===== src/rtl/adc_pkg.sv =====
`default_nettype none
package adc_pkg;
   // register offsets on the plain register port
   localparam logic [7:0] OFS_CTRL_ONE   = 8'h00;
   localparam logic [7:0] OFS_CTRL_TWO   = 8'h01;
   localparam logic [7:0] OFS_RES_HIGH   = 8'h02;
   localparam logic [7:0] OFS_RES_LOW    = 8'h03;
   localparam logic [7:0] OFS_CMP_HIGH   = 8'h04;
   localparam logic [7:0] OFS_CMP_LOW    = 8'h05;
   localparam logic [7:0] OFS_CONFIG     = 8'h06;
   localparam logic [7:0] OFS_IRQ_STATUS = 8'h07;
   localparam logic [7:0] OFS_IRQ_MASK   = 8'h08;

   // status_control_one fields
   localparam int BIT_COMPLETE   = 7;
   localparam int BIT_CONTINUOUS = 5;
   localparam int CHAN_MSB       = 4;
   // status_control_two fields
   localparam int BIT_ACTIVE     = 7;
   localparam int BIT_TRIG_SEL   = 6;
   localparam int BIT_CMP_EN     = 5;
   localparam int BIT_CMP_GE     = 4;
   // configuration field: conversion mode in bits 3:2
   localparam int MODE_LSB       = 2;
   localparam logic [1:0] MODE_8BIT  = 2'h0;
   localparam logic [1:0] MODE_10BIT = 2'h2;
   // interrupt status bits
   localparam int IRQ_COMPLETE   = 0;
   localparam int IRQ_DISCARD    = 1;

   localparam logic [4:0] CHAN_OFF    = 5'h1F;
   localparam logic [7:0] RESET_BYTE  = 8'h00;
   localparam logic [9:0] RESET_WORD  = 10'h000;

   typedef struct packed {
      logic [7:0] addr;
      logic [7:0] wdata;
      logic       wr;
      logic       rd;
   } reg_req_t;

   typedef struct packed {
      logic       done;
      logic [9:0] data;
   } conv_result_t;

   typedef enum logic [0:0] {
      ST_IDLE = 1'b0,
      ST_CONV = 1'b1
   } conv_state_t;
endpackage
`default_nettype wire


===== src/rtl/adc_compare_result_control.sv =====
`timescale 1ns/1ps
`default_nettype none
module adc_compare_result_control (
   input  wire logic                  clk,
   input  wire logic                  rst,
   input  wire adc_pkg::reg_req_t     bus_req,
   output var  logic [7:0]            rdata,
   input  wire logic                  hardware_trigger_input,
   input  wire adc_pkg::conv_result_t conv_in,
   output var  logic                  conv_start,
   output var  logic                  conv_abort,
   output var  logic                  conversion_active,
   output var  logic                  irq
);

   // compare outcome, shared by the load and the flag logic
   function automatic logic cmp_true(input logic [9:0] res, input logic [9:0] cv,
                                     input logic ten, input logic ge);
      logic lt;
      lt = ten ? (res < cv) : (res[7:0] < cv[7:0]);
      cmp_true = ge ? !lt : lt;
   endfunction

   logic                 complete_ff;
   logic                 continuous_ff;
   logic [4:0]           channel_select_ff;
   logic                 trigger_select_ff;
   logic                 compare_enable_ff;
   logic                 compare_greater_equal_ff;
   logic [1:0]           mode_ff;
   logic [7:0]           result_high_ff;
   logic [7:0]           result_low_ff;
   logic [1:0]           compare_value_high_ff;
   logic [7:0]           compare_value_low_ff;
   logic                 lock_ff;
   logic [1:0]           irq_status_ff;
   logic [1:0]           irq_mask_ff;
   logic [2:0]           trig_sync_ff;
   logic                 trig_stable_ff;
   adc_pkg::conv_state_t state_ff;
   adc_pkg::conv_state_t nxt_state;

   logic wr_one;
   logic rd_high;
   logic rd_low;
   logic rd_irq;
   logic ten_bit;
   logic chan_on;
   logic hw_edge;
   logic start_req;
   logic finish;
   logic cmp_ok;
   logic accept;
   logic load;
   logic discard;

   // access decode
   always_comb begin
      wr_one  = bus_req.wr && (bus_req.addr == adc_pkg::OFS_CTRL_ONE);
      rd_high = bus_req.rd && (bus_req.addr == adc_pkg::OFS_RES_HIGH);
      rd_low  = bus_req.rd && (bus_req.addr == adc_pkg::OFS_RES_LOW);
      rd_irq  = bus_req.rd && (bus_req.addr == adc_pkg::OFS_IRQ_STATUS);
   end

   // conversion control terms
   always_comb begin
      ten_bit = (mode_ff == adc_pkg::MODE_10BIT);
      // a control-one write starts on the channel being written, not the old one
      chan_on = wr_one ? (bus_req.wdata[4:0] != adc_pkg::CHAN_OFF)
                       : (channel_select_ff != adc_pkg::CHAN_OFF);
      hw_edge = (trig_sync_ff[1] == trig_sync_ff[2]) && trig_sync_ff[1] && !trig_stable_ff;
      finish  = (state_ff == adc_pkg::ST_CONV) && conv_in.done && !wr_one;
      cmp_ok  = cmp_true(conv_in.data,
                         {compare_value_high_ff, compare_value_low_ff},
                         ten_bit, compare_greater_equal_ff);
      accept  = finish && (!compare_enable_ff || cmp_ok);
      load    = accept && !(lock_ff && ten_bit);
      discard = accept && lock_ff && ten_bit;
   end

   // start sources; a control-one write in hardware mode only aborts
   always_comb begin
      if (!chan_on) begin
         start_req = 1'b0;
      end else if (trigger_select_ff) begin
         start_req = hw_edge || (finish && continuous_ff && !wr_one);
      end else begin
         start_req = wr_one || (finish && continuous_ff);
      end
   end

   always_comb begin
      case (state_ff)
         adc_pkg::ST_IDLE: nxt_state = start_req ? adc_pkg::ST_CONV : adc_pkg::ST_IDLE;
         adc_pkg::ST_CONV: begin
            if (start_req) begin
               nxt_state = adc_pkg::ST_CONV;
            end else if (wr_one || finish) begin
               nxt_state = adc_pkg::ST_IDLE;
            end else begin
               nxt_state = adc_pkg::ST_CONV;
            end
         end
         default: nxt_state = adc_pkg::ST_IDLE;
      endcase
   end

   // conversion state; active bit mirrors it
   always_ff @(posedge clk) begin
      if (rst) begin
         state_ff <= adc_pkg::ST_IDLE;
      end else begin
         state_ff <= nxt_state;
      end
   end

   // strobes to the analog converter, one cycle each; conversion_active is a level held for the whole conversion
   always_ff @(posedge clk) begin
      if (rst) begin
         conv_start        <= 1'b0;
         conv_abort        <= 1'b0;
         conversion_active <= 1'b0;
      end else begin
         conv_start        <= start_req;
         conv_abort        <= wr_one && (state_ff == adc_pkg::ST_CONV);
         conversion_active <= (nxt_state == adc_pkg::ST_CONV);
      end
   end

   // trigger pin: three flops, change counted when stages two and three agree
   always_ff @(posedge clk) begin
      if (rst) begin
         trig_sync_ff   <= 3'h0;
         trig_stable_ff <= 1'b0;
      end else begin
         trig_sync_ff <= {trig_sync_ff[1:0], hardware_trigger_input};
         if (trig_sync_ff[1] == trig_sync_ff[2]) begin
            trig_stable_ff <= trig_sync_ff[2];
         end
      end
   end

   // control registers written by software
   always_ff @(posedge clk) begin
      if (rst) begin
         continuous_ff            <= 1'b0;
         channel_select_ff        <= 5'h00;
         trigger_select_ff        <= 1'b0;
         compare_enable_ff        <= 1'b0;
         compare_greater_equal_ff <= 1'b0;
         mode_ff                  <= adc_pkg::MODE_8BIT;
         compare_value_high_ff    <= 2'h0;
         compare_value_low_ff     <= adc_pkg::RESET_BYTE;
         irq_mask_ff              <= 2'h0;
      end else if (bus_req.wr) begin
         if (bus_req.addr == adc_pkg::OFS_CTRL_ONE) begin
            continuous_ff     <= bus_req.wdata[adc_pkg::BIT_CONTINUOUS];
            channel_select_ff <= bus_req.wdata[adc_pkg::CHAN_MSB:0];
         end else if (bus_req.addr == adc_pkg::OFS_CTRL_TWO) begin
            // reserved low bits are not stored; software keeps them zero
            trigger_select_ff        <= bus_req.wdata[adc_pkg::BIT_TRIG_SEL];
            compare_enable_ff        <= bus_req.wdata[adc_pkg::BIT_CMP_EN];
            compare_greater_equal_ff <= bus_req.wdata[adc_pkg::BIT_CMP_GE];
         end else if (bus_req.addr == adc_pkg::OFS_CMP_HIGH) begin
            compare_value_high_ff <= bus_req.wdata[1:0];
         end else if (bus_req.addr == adc_pkg::OFS_CMP_LOW) begin
            compare_value_low_ff <= bus_req.wdata;
         end else if (bus_req.addr == adc_pkg::OFS_CONFIG) begin
            // old results stay; software must not trust them after this
            mode_ff <= bus_req.wdata[adc_pkg::MODE_LSB +: 2];
         end else if (bus_req.addr == adc_pkg::OFS_IRQ_MASK) begin
            irq_mask_ff <= bus_req.wdata[1:0];
         end
      end
   end

   // result registers
   always_ff @(posedge clk) begin
      if (rst) begin
         result_high_ff <= adc_pkg::RESET_BYTE;
         result_low_ff  <= adc_pkg::RESET_BYTE;
      end else if (load) begin
         result_high_ff <= ten_bit ? {6'h00, conv_in.data[9:8]} : 8'h00;
         result_low_ff  <= conv_in.data[7:0];
      end
   end

   // read interlock, 10-bit only; lock from a high read outlives mode edits
   always_ff @(posedge clk) begin
      if (rst) begin
         lock_ff <= 1'b0;
      end else if (rd_low) begin
         lock_ff <= 1'b0;
      end else if (rd_high && ten_bit) begin
         lock_ff <= 1'b1;
      end
   end

   // complete flag: a new completion beats a clear in the same cycle
   always_ff @(posedge clk) begin
      if (rst) begin
         complete_ff <= 1'b0;
      end else if (accept) begin
         complete_ff <= 1'b1;
      end else if (wr_one || rd_low) begin
         complete_ff <= 1'b0;
      end
   end

   // sticky event bits, cleared by reading them, set wins
   always_ff @(posedge clk) begin
      if (rst) begin
         irq_status_ff <= 2'h0;
      end else begin
         irq_status_ff[adc_pkg::IRQ_COMPLETE] <= accept ||
            (irq_status_ff[adc_pkg::IRQ_COMPLETE] && !rd_irq);
         irq_status_ff[adc_pkg::IRQ_DISCARD]  <= discard ||
            (irq_status_ff[adc_pkg::IRQ_DISCARD] && !rd_irq);
      end
   end

   // level interrupt, one cycle behind the status bits
   always_ff @(posedge clk) begin
      if (rst) begin
         irq <= 1'b0;
      end else begin
         irq <= |(irq_status_ff & irq_mask_ff);
      end
   end

   // read data, valid the cycle after the strobe; unmapped reads zero
   always_ff @(posedge clk) begin
      if (rst) begin
         rdata <= adc_pkg::RESET_BYTE;
      end else if (!bus_req.rd) begin
         rdata <= adc_pkg::RESET_BYTE;
      end else if (bus_req.addr == adc_pkg::OFS_CTRL_ONE) begin
         rdata <= {complete_ff, 1'b0, continuous_ff, channel_select_ff};
      end else if (bus_req.addr == adc_pkg::OFS_CTRL_TWO) begin
         rdata <= {(state_ff == adc_pkg::ST_CONV), trigger_select_ff,
                   compare_enable_ff, compare_greater_equal_ff, 4'h0};
      end else if (bus_req.addr == adc_pkg::OFS_RES_HIGH) begin
         rdata <= result_high_ff;
      end else if (bus_req.addr == adc_pkg::OFS_RES_LOW) begin
         rdata <= result_low_ff;
      end else if (bus_req.addr == adc_pkg::OFS_CMP_HIGH) begin
         rdata <= {6'h00, compare_value_high_ff};
      end else if (bus_req.addr == adc_pkg::OFS_CMP_LOW) begin
         rdata <= compare_value_low_ff;
      end else if (bus_req.addr == adc_pkg::OFS_CONFIG) begin
         rdata <= {4'h0, mode_ff, 2'h0};
      end else if (bus_req.addr == adc_pkg::OFS_IRQ_STATUS) begin
         rdata <= {6'h00, irq_status_ff};
      end else if (bus_req.addr == adc_pkg::OFS_IRQ_MASK) begin
         rdata <= {6'h00, irq_mask_ff};
      end else begin
         rdata <= adc_pkg::RESET_BYTE;
      end
   end

   // checks
   a_active_tracks: assert property (@(posedge clk) disable iff (rst)
      start_req |=> conversion_active && (state_ff == adc_pkg::ST_CONV))
      else $error("active bit not set after start");
   a_sw_start: assert property (@(posedge clk) disable iff (rst)
      (wr_one && !trigger_select_ff && bus_req.wdata[4:0] != adc_pkg::CHAN_OFF
       && chan_on) |=> conv_start)
      else $error("software write did not start conversion");
   a_hw_no_write: assert property (@(posedge clk) disable iff (rst)
      (wr_one && trigger_select_ff && !hw_edge && !finish) |=> !conv_start)
      else $error("write started conversion in hardware mode");
   a_compare_skip: assert property (@(posedge clk) disable iff (rst)
      (finish && compare_enable_ff && !cmp_ok) |=> $stable(result_low_ff) && $stable(result_high_ff))
      else $error("result loaded on false compare");
   a_high_zero_8b: assert property (@(posedge clk) disable iff (rst)
      (load && !ten_bit) |=> result_high_ff == 8'h00)
      else $error("high result not zero in 8-bit mode");
   a_lock_discard: assert property (@(posedge clk) disable iff (rst)
      (lock_ff && ten_bit && !rd_low) |=> $stable(result_low_ff))
      else $error("result changed while lock held");
   a_no_lock_8b: assert property (@(posedge clk) disable iff (rst)
      (accept && !ten_bit) |=> result_low_ff == $past(conv_in.data[7:0]))
      else $error("8-bit result not loaded");
   a_flag_cmp: assert property (@(posedge clk) disable iff (rst)
      (finish && compare_enable_ff && !cmp_ok && !complete_ff) |=> !complete_ff)
      else $error("complete flag set on false compare");
   a_abort_write: assert property (@(posedge clk) disable iff (rst)
      (wr_one && state_ff == adc_pkg::ST_CONV) |=> conv_abort ##1
      (conv_abort == $past(wr_one && state_ff == adc_pkg::ST_CONV)))
      else $error("write did not abort conversion");
   a_reset_clear: assert property (@(posedge clk)
      rst |=> !trigger_select_ff && !compare_enable_ff && result_low_ff == 8'h00)
      else $error("reset left state set");

   // compare outcomes, one direction at a time
   a_ge_loads: assert property (@(posedge clk) disable iff (rst)
      (finish && compare_enable_ff && compare_greater_equal_ff && ten_bit && !lock_ff
       && conv_in.data >= {compare_value_high_ff, compare_value_low_ff})
      |=> result_low_ff == $past(conv_in.data[7:0]))
      else $error("greater-equal compare did not load");
   a_lt_loads_8b: assert property (@(posedge clk) disable iff (rst)
      (finish && compare_enable_ff && !compare_greater_equal_ff && !ten_bit
       && conv_in.data[7:0] < compare_value_low_ff) |=> result_low_ff == $past(conv_in.data[7:0]))
      else $error("less-than compare did not load");
   a_high_cv_ignored: assert property (@(posedge clk) disable iff (rst)
      (finish && compare_enable_ff && !compare_greater_equal_ff && !ten_bit
       && conv_in.data[7:0] >= compare_value_low_ff) |=> $stable(result_low_ff))
      else $error("8-bit compare used high compare bits");
   a_cmp_off_loads: assert property (@(posedge clk) disable iff (rst)
      (finish && !compare_enable_ff && !(lock_ff && ten_bit)) |=> result_low_ff == $past(conv_in.data[7:0]))
      else $error("result not loaded with compare off");
   a_high_ten: assert property (@(posedge clk) disable iff (rst)
      (load && ten_bit) |=> result_high_ff == {6'h00, $past(conv_in.data[9:8])})
      else $error("high result bits not loaded");

   // read interlock and discard
   a_lock_set: assert property (@(posedge clk) disable iff (rst)
      (rd_high && ten_bit) |=> lock_ff)
      else $error("high read did not set lock");
   a_lock_quiet_8b: assert property (@(posedge clk) disable iff (rst)
      (rd_high && !ten_bit && !lock_ff) |=> !lock_ff)
      else $error("lock set in 8-bit mode");
   a_discard_event: assert property (@(posedge clk) disable iff (rst)
      discard |=> irq_status_ff[adc_pkg::IRQ_DISCARD])
      else $error("discard event not recorded");

   // conversion start, stop and flag
   a_active_clear: assert property (@(posedge clk) disable iff (rst)
      (finish && !start_req) |=> !conversion_active)
      else $error("active bit not cleared on completion");
   a_hw_start: assert property (@(posedge clk) disable iff (rst)
      (hw_edge && trigger_select_ff && chan_on) |=> conv_start && conversion_active)
      else $error("trigger input did not start conversion");
   a_chan_off: assert property (@(posedge clk) disable iff (rst)
      (wr_one && bus_req.wdata[4:0] == adc_pkg::CHAN_OFF) |=> !conv_start)
      else $error("write with channel off started conversion");
   a_abort_idle: assert property (@(posedge clk) disable iff (rst)
      (wr_one && state_ff == adc_pkg::ST_IDLE) |=> !conv_abort)
      else $error("abort raised while idle");
   a_flag_set: assert property (@(posedge clk) disable iff (rst)
      accept |=> complete_ff)
      else $error("complete flag not set");

   // bus and interrupt outputs
   a_rdata_quiet: assert property (@(posedge clk) disable iff (rst)
      !bus_req.rd |=> rdata == adc_pkg::RESET_BYTE)
      else $error("read data not zero outside read");
   a_irq_level: assert property (@(posedge clk) disable iff (rst)
      1'b1 |=> irq == $past(|(irq_status_ff & irq_mask_ff)))
      else $error("interrupt level does not follow status");
   a_reset_outputs: assert property (@(posedge clk)
      rst |=> !conv_start && !conv_abort && !conversion_active && !irq && rdata == adc_pkg::RESET_BYTE)
      else $error("reset left an output set");

endmodule // adc_compare_result_control
`default_nettype wire


===== config.mk =====
export PLATFORM = sky130hd
export DESIGN_NAME = adc_compare_result_control
export DESIGN_NICKNAME = d
export VERILOG_FILES = /design/src/rtl/adc_pkg.sv /design/src/rtl/adc_compare_result_control.sv
export SDC_FILE = /design/constraint.sdc
export NUM_CORES = 1
export LEC_CHECK = 0
export ABC_AREA = 1
export BUFFER_PORTS_ARGS = -buffer_cell sky130_fd_sc_hd__buf_2
export CORE_ASPECT_RATIO = 0.9
export CORE_MARGIN = 1.5
export CORE_UTILIZATION = 33
export DETAILED_ROUTE_END_ITERATION = 7
export PLACE_DENSITY_LB_ADDON = 0.25
export SLEW_MARGIN = 15
export SYNTH_ARGS = -nofsm -noshare
export SYNTH_HDL_FRONTEND = slang
export SYNTH_SLANG_ARGS = --single-unit

===== constraint.sdc =====
create_clock -name clk -period 1.8 [get_ports clk]
set_clock_uncertainty 0.05 [all_clocks]
set_input_delay 0.27 -clock clk [delete_from_list [all_inputs] [get_ports clk]]
set_output_delay 0.27 -clock clk [all_outputs]
set_load 0.005 [all_outputs]

==> results of run 1 <==
## area by class of cell
| type | count | area (um^2) | share of cell area |
|---|---|---|---|
| clock buffers | 5 | 68.82 | 0.01938 |
| clock inverters | 3 | 46.29 | 0.01304 |
| inverters | 78 | 297.8 | 0.08386 |
| multi-input cells | 248 | 1461 | 0.4116 |
| flip-flops and latches | 53 | 1071 | 0.3016 |
| well taps | 96 | 120.1 | 0.03383 |
| repair buffers | 78 | 485.5 | 0.1367 |
## repair_timing
action,in CTS,in global routing
endpoints found under the setup margin,13,13
hold endpoints to repair,0,0
pin swaps,14,21
cloned,1,0
setup buffers,0,3
gates resized for setup,33,21
## placed cells by master (no fill, tap or decap), types with 5 or more instances in the layout
master / n
buf_2: 43
buf_4: 33
o21ai_0: 19
inv_1: 60
nand3_2: 5
ha_4: 7
inv_2: 15
nor2_1: 35
nand2_2: 10
clkbuf_8: 5
o21ai_1: 6
nand3_1: 16
nand4_1: 10
dfxtp_1: 45
dfxtp_2: 8
a21oi_1: 23
nand2_1: 72
nor3_1: 6
nor2_2: 5
## worst register-to-register path: stages, from the launching register on
cell	delay, ns
dfxtp_2	0.36
inv_4	0.04
ha_4	0.27
nand2_4	0.07
nor2_4	0.14
nand3_2	0.09
nand3_2	0.11
nand2_2	0.06
nand2_2	0.07
nand3_4	0.11
buf_6	0.16
nand4_1	0.06
nand2_1	0.08
nor2_2	0.09
## per-stage QoR
stage          setup TNS [ns]  instances  setup slack [ns]
2_1_floorplan               0        388           0.03572
3_3_place_gp          -0.9707        549          -0.09677
3_5_place_dp           -1.785        549           -0.1872
4_1_cts             -0.003617        558         -0.003617
5_1_grt                -1.439        561           -0.1629
6_report             -0.02031        561         -0.009283
## cells in the mapped netlist (2+ instances only)
| library cell | number |
|---|---|
| buf_2 | 4 |
| nor3_1 | 7 |
| a31oi_1 | 4 |
| a211oi_1 | 4 |
| inv_1 | 71 |
| nand3_1 | 20 |
| dfxtp_1 | 53 |
| clkbuf_1 | 4 |
| inv_2 | 6 |
| a221oi_1 | 2 |
| o21ai_2 | 3 |
| nand2_1 | 82 |
| nand4_1 | 10 |
| nor2_1 | 38 |
| nand3_2 | 2 |
| ha_1 | 10 |
| a21oi_1 | 24 |
| nor2_2 | 3 |
| o22ai_1 | 4 |
| o21ai_1 | 6 |
| nand2_2 | 2 |
| o21ai_0 | 19 |
## routing by layer
metal	global-route usage	vias to the layer above	part of all wire
met3	0.03081	15	0.047
met1	0.2288	1205	0.48
met2	0.2934	63	0.45
li1	-	1399	-
met4	0.04545	0	0.019
met5	0	-	0
## path summary, 6_finish.rpt
kind,slack (ns),cells past startpoint,to,start
worst max-delay path,-0.009,13,result_high_ff[1]$_SDFFE_PP0P_,compare_value_low_ff[7]$_SDFFE_PP0P_
worst min-delay path,0.10,3,trig_sync_ff[0]$_SDFF_PP0_,hardware_trigger_input
worst max register to register,-0.009,13,result_high_ff[1]$_SDFFE_PP0P_,compare_value_low_ff[7]$_SDFFE_PP0P_
worst min register to register,0.36,2,trig_sync_ff[1]$_SDFF_PP0_,trig_sync_ff[0]$_SDFF_PP0_
## registers in the layout (all words and copies together) (netlist names), 2 cells and up
| name | count |
|---|---|
| channel_select_ff | 5 |
| result_high_ff | 2 |
| compare_value_low_ff | 8 |
| mode_ff | 2 |
| irq_status_ff | 2 |
| rdata | 8 |
| trig_sync_ff | 3 |
| result_low_ff | 8 |
| compare_value_high_ff | 2 |
| irq_mask_ff | 2 |
## kinds of logic (layout without fill, tap and decap cells)
family                     after synthesis  count (layout)  share of synthesized area
AOI/OAI and AO/OA                       69              69                     0.1468
adders and majority gates               10              10                    0.04675
buffers and inverters                   88             164                     0.1281
DFF                                     53              53                     0.3964
and+or+nand+nor                        168             169                     0.2819
## where the power goes
group	switching (W)	internal, W
Clock	0.000426	0.000417
Combinational	0.000128	0.0000846
Sequential	0.00000247	0.00118
==> flow_metrics.tcl, run 1 <==
set metrics [dict create \
    slew_headroom 0.6309 \
    rsz0062_at_grt "yes" \
    drtIter0Drc 155 \
    clkLatencyLatePin_ns 0.32 \
    hpwl_um 5739 \
    setup_viol 3 \
    start_util 0.3478 \
    finalCoreUtilization 0.4615 \
    n_antenna_cell 0 \
    wl_per_cell_um 13.21 \
    syn_area_um2 2676 \
    place_congestion 0.8490 \
    cts_buffers 5 \
    cp.arrival_ns 2.02 \
    fillerInstances 777 \
    cts_tree "built" \
    post-route-cell-area_um2 3551 \
    crit_family "simple AND/OR/NAND/NOR gates" \
    die_h_um 88.44 \
    slowest_stage "dfxtp_2" \
    yosysUniqueCellTypes 32 \
    ant_nets 0 \
    slowest_delay_ns 0.36 \
    grt_pass1_wl_um 11720 \
    die_area_um2 8660 \
    status "complete, but fails checks" \
    crit_path_end_kind "register" \
    clk_path_buf_depth 2 \
    synth-edff-count 0 \
    yosysSeqAreaShare 0.3964 \
    design.portCount 44 \
    die_w_um 97.93 \
    worst_setup_path_start_kind "register" \
    grt_overflow 0 \
    finalCritPeriodShare 1.005 \
    holdWs_ns 0.1002 \
    synth.area.top_cells "dfxtp_1 40%, nand2_1 12%, inv_1 10%" \
    path_cells "inv_4 > ha_4 > nand2_4 > nor2_4 > nand3_2 > nand3_2 > nand2_2 > nand2_2 > nand3_4 > buf_6 > nand4_1 > nand2_1 > nor2_2" \
    antenna_found_initial 0 \
    critPathKind "reg2reg" \
    cp.required_ns 2.01 \
    h-tree-depth 2 \
    dr.pass1.iters 4 \
    power.total_w 0.002236 \
    fin_crit_ns 1.809 \
    setup_slack_ns -0.009283 \
    cts_sinks 53 \
    violations "setup timing" \
    syn_to_final_growth_pct 32.68 \
    ir_worst_vdd_mv 0.3228 \
    yosysWarnings 0 \
    synth_area_per_cell_um2 6.898 \
    drive_above_1_share 0.3247 \
    layout.nets 506 \
    synth_area_leader_cell "dfxtp_1" \
    cts_hold_buf 0 \
    grtUsageTotal 0.1726 \
    drc 0 \
    grt_max_degree 19 \
    rows 30 \
    finalHoldViolCount 0 \
    numPortBuffers 43 \
    worstMarginPinSlew_ns 0.5524 \
    crit_buf_inv 2 \
    synth_flop_cell "dfxtp_1" \
    p_leak_nw 1.600 \
    grt_pass1_vias 2438 \
    via_per_inst 4.781 \
    powerDensity_nw_per_um2 629.6 \
    synth_cells 388 \
    clock-root-buffer "clkbuf_8" \
    max_freq_mhz 552.7 \
    drt-total-wl_um 7412 \
    netlist.area_leader.share 0.3964 \
    ys_ff_latch 53 \
    path_clk_slew_ns 0.10 \
    cap_violations 0 \
    post_dp_cell_area_um2 3202 \
    syn-num-nets 430 \
    min_path_type "in2reg" \
    async_flop_share 0 \
    route.vias.total 2682 \
    cp_max_fo 6 \
    finalMaxSlewViolations 0 \
    fp.coreArea_um2 7695 \
]
(Power assumes the default switching activity.)
==> run 2: changes to the inputs <==
Settings changed: ABC_AREA 1 to unset.
==> run 2 against run 1 <==
  * The run still ends with setup timing left
  * Routed wire length decreased by 1.2%
  * Fmax shrank 19%
  * Setup slack got worse by 0.41 ns
  * Sequential power barely moved
  * Area after synthesis decreased by 3.6%
  * Highest routed layer unchanged
==> flow_metrics.tcl, run 2 <==
set metrics [dict create \
    synth_area_per_cell_um2 9.021 \
    internal_power_w 0.001567 \
    dp_cells 466 \
    setup_slack_ns -0.4237 \
    wl_per_cell_um 15.14 \
    antenna_found_initial 0 \
    ys_ff_latch 53 \
    critPathKind "reg2reg" \
    path_cells "inv_2 > ha_4 > nand2_4 > a2111oi_4 > mux2i_2 > nand4_2 > buf_12 > buf_8 > mux2i_1 > nor2_1" \
    min_path_type "in2reg" \
    layoutNonFillerInstCount 484 \
    synth_flop_cell "dfxtp_1" \
    seqCellArea_um2 1072 \
    die_h_um 86.88 \
    ir_worst_vdd_mv 0.3612 \
    grtUsageTotal 0.1810 \
    dr.pass1.iters 5 \
    yosysUniqueCellTypes 49 \
    drtIter0Drc 153 \
    ant_nets 0 \
    synth_commonest_cells "53 x dfxtp_1, 51 x nor2_1, 32 x mux2i_1" \
    syn_to_final_growth_pct 51.50 \
    reg.largest.list "compare_value_low_ff: 8 flops, rdata: 8 flops, result_low_ff: 8 flops" \
    reg2reg_from "compare_value_low_ff[5]$_SDFFE_PP0P_" \
    power.total_w 0.002111 \
    cts_sinks 53 \
    crit_end "result_low_ff[6]$_SDFFE_PP0P_" \
    tns_ns -5.563 \
    layout.nets 429 \
    worstMarginPinSlew_ns 0.3936 \
    hpwl_um 5574 \
    cts_hold_buf 0 \
    yosysSeqAreaShare 0.4113 \
    slowest_stage "a2111oi_4" \
    rrSetupSlack_ns -0.42 \
    n_antenna_cell 0 \
    cp_num_cells 10 \
    seqPwrFrac 0.558 \
    hold_depth 2 \
    clkPwrFrac 0.323 \
    syn-num-nets 328 \
    p_sw_w 0.0005441 \
    multi_input_area_um2 1804 \
    comb_power_share 0.119 \
    synth_cells 286 \
    cts_tree "built" \
    max_freq_mhz 449.7 \
    crit_path_end_kind "register" \
    final_cell_mix "49 x buf_4, 44 x dfxtp_1, 43 x nor2_1" \
    rsz0062_at_grt "yes" \
    clk_path_buf_depth 2 \
    cp-startpoint "compare_value_low_ff[5]$_SDFFE_PP0P_" \
    synth.area.top_cells "dfxtp_1 41%, mux2i_1 12%, nor2_1 7.4%" \
    reg2reg_to "result_low_ff[6]$_SDFFE_PP0P_" \
    start_util 0.3420 \
    status "complete, but fails checks" \
    path_clk_slew_ns 0.10 \
    clkLatencyLatePin_ns 0.31 \
    grt_pass1_vias 2342 \
    holdWs_ns 0.1135 \
    drt-total-wl_um 7326 \
    cap_violations 0 \
    swShare 0.2577 \
    powerDensity_nw_per_um2 540.1 \
    finalCritPeriodShare 1.235 \
    cp.required_ns 1.95 \
    synth_area_leader_cell "dfxtp_1" \
    place_congestion 0.8324 \
    design.portCount 44 \
    numPortBuffers 43 \
    yosysWarnings 0 \
    final_common_cell "buf_4" \
    slew_headroom 0.7376 \
    async_flop_share 0 \
    worst_setup_path_start_kind "register" \
    cp_max_fo 6 \
    fp.coreArea_um2 7545 \
    route.vias.total 2438 \
    slowest_delay_ns 0.38 \
    fillerInstances 701 \
    h-tree-depth 2 \
    reg2reg_depth 10 \
    place_ws_ns -0.5756 \
    clock-root-buffer "clkbuf_8" \
    grt_pass1_wl_um 11550 \
    syn_area_um2 2580 \
    yosysMostFrequentCell "dfxtp_1" \
    cp.arrival_ns 2.37 \
    rows 30 \
    fin_crit_ns 2.224 \
    drive_above_1_share 0.4897 \
    p_leak_nw 1.685 \
    grt_max_degree 29 \
    synth-edff-count 0 \
    cts_buffers 5 \
    violations "setup timing" \
    drc 0 \
    crit_buf_inv 3 \
    setup_viol 28 \
    die_area_um2 8358 \
    crit_family "multiplexers" \
    die_w_um 96.20 \
    netlist.area_leader.share 0.4113 \
    grt_overflow 0 \
    finalMaxSlewViolations 0 \
    via_per_inst 5.037 \
    finalHoldViolCount 0 \
]
## run 2: cell type report
type                            instances  share of cell area
Timing Repair Buffer                  107              0.1988
Multi-Input combinational cell        208              0.4616
Clock inverter                          3            0.005442
Tap cell                               96             0.03073
Inverter                               12             0.01152
Sequential cell                        53              0.2743
Clock buffer                            5             0.01761
## run 2: cell families after synthesis
group	after synthesis	share of synthesized area
flip-flops	53	0.4113
AO/OA/AOI/OAI	50	0.1368
multiplexers	32	0.1242
AND/OR/NAND/NOR	116	0.2391
buffers and inverters	25	0.04025
adder cells (fa/ha/maj)	10	0.04850
## run 2: worst reg2reg max path, stage by stage, from the launching register on
cell and delay, ns:
dfxtp_2 0.35, inv_2 0.05, ha_4 0.29, nand2_4 0.06
a2111oi_4 0.38, mux2i_2 0.31, nand4_2 0.15, buf_12 0.16
buf_8 0.12, mux2i_1 0.14, nor2_1 0.05
## run 2: power by group through the flow
stage | Sequential [W] | Clock (W) | Combinational (W)
after floorplan | 0.00120 | 0 | 0.0000931
after CTS | 0.00118 | 0.000706 | 0.000225
after global placement | 0.00120 | 0 | 0.000198
after detailed placement | 0.00120 | 0 | 0.000201
after global routing | 0.00118 | 0.000749 | 0.000269
final | 0.00118 | 0.000683 | 0.000251
## run 2: routing by layer
layer / global-route usage / up-vias / wire [um]
li1: - / 1230 / -
met1: 0.2488 / 1141 / 3378
met2: 0.3022 / 60 / 3591
met3: 0.02967 / 7 / 285
met4: 0.02941 / 0 / 70
met5: 0 / - / 0
## run 2: how the worst min path moves through the flow
stage / endpoint / start
floorplan: lock_ff$_SDFFE_PP0P_ / bus_req[0]
finish: trig_sync_ff[0]$_SDFF_PP0_ / hardware_trigger_input
global placement: trig_sync_ff[1]$_SDFF_PP0_ / trig_sync_ff[0]$_SDFF_PP0_
CTS: trig_sync_ff[0]$_SDFF_PP0_ / hardware_trigger_input
detailed placement: trig_sync_ff[1]$_SDFF_PP0_ / trig_sync_ff[0]$_SDFF_PP0_
global route: trig_sync_ff[0]$_SDFF_PP0_ / hardware_trigger_input
## run 2: through the flow
step / util / instance area [um^2]
global placement: 0.4463 / 3367
finish: 0.5181 / 3909
floorplan: - / 2674
CTS: 0.4932 / 3721
detailed placement: 0.4463 / 3367
global route: 0.5181 / 3909
## run 2: timing repair
action                                  CTS  global route
buffers inserted                          6             5
gates resized for setup                  51            38
pin swaps                                27            35
endpoints found under the setup margin   35            39
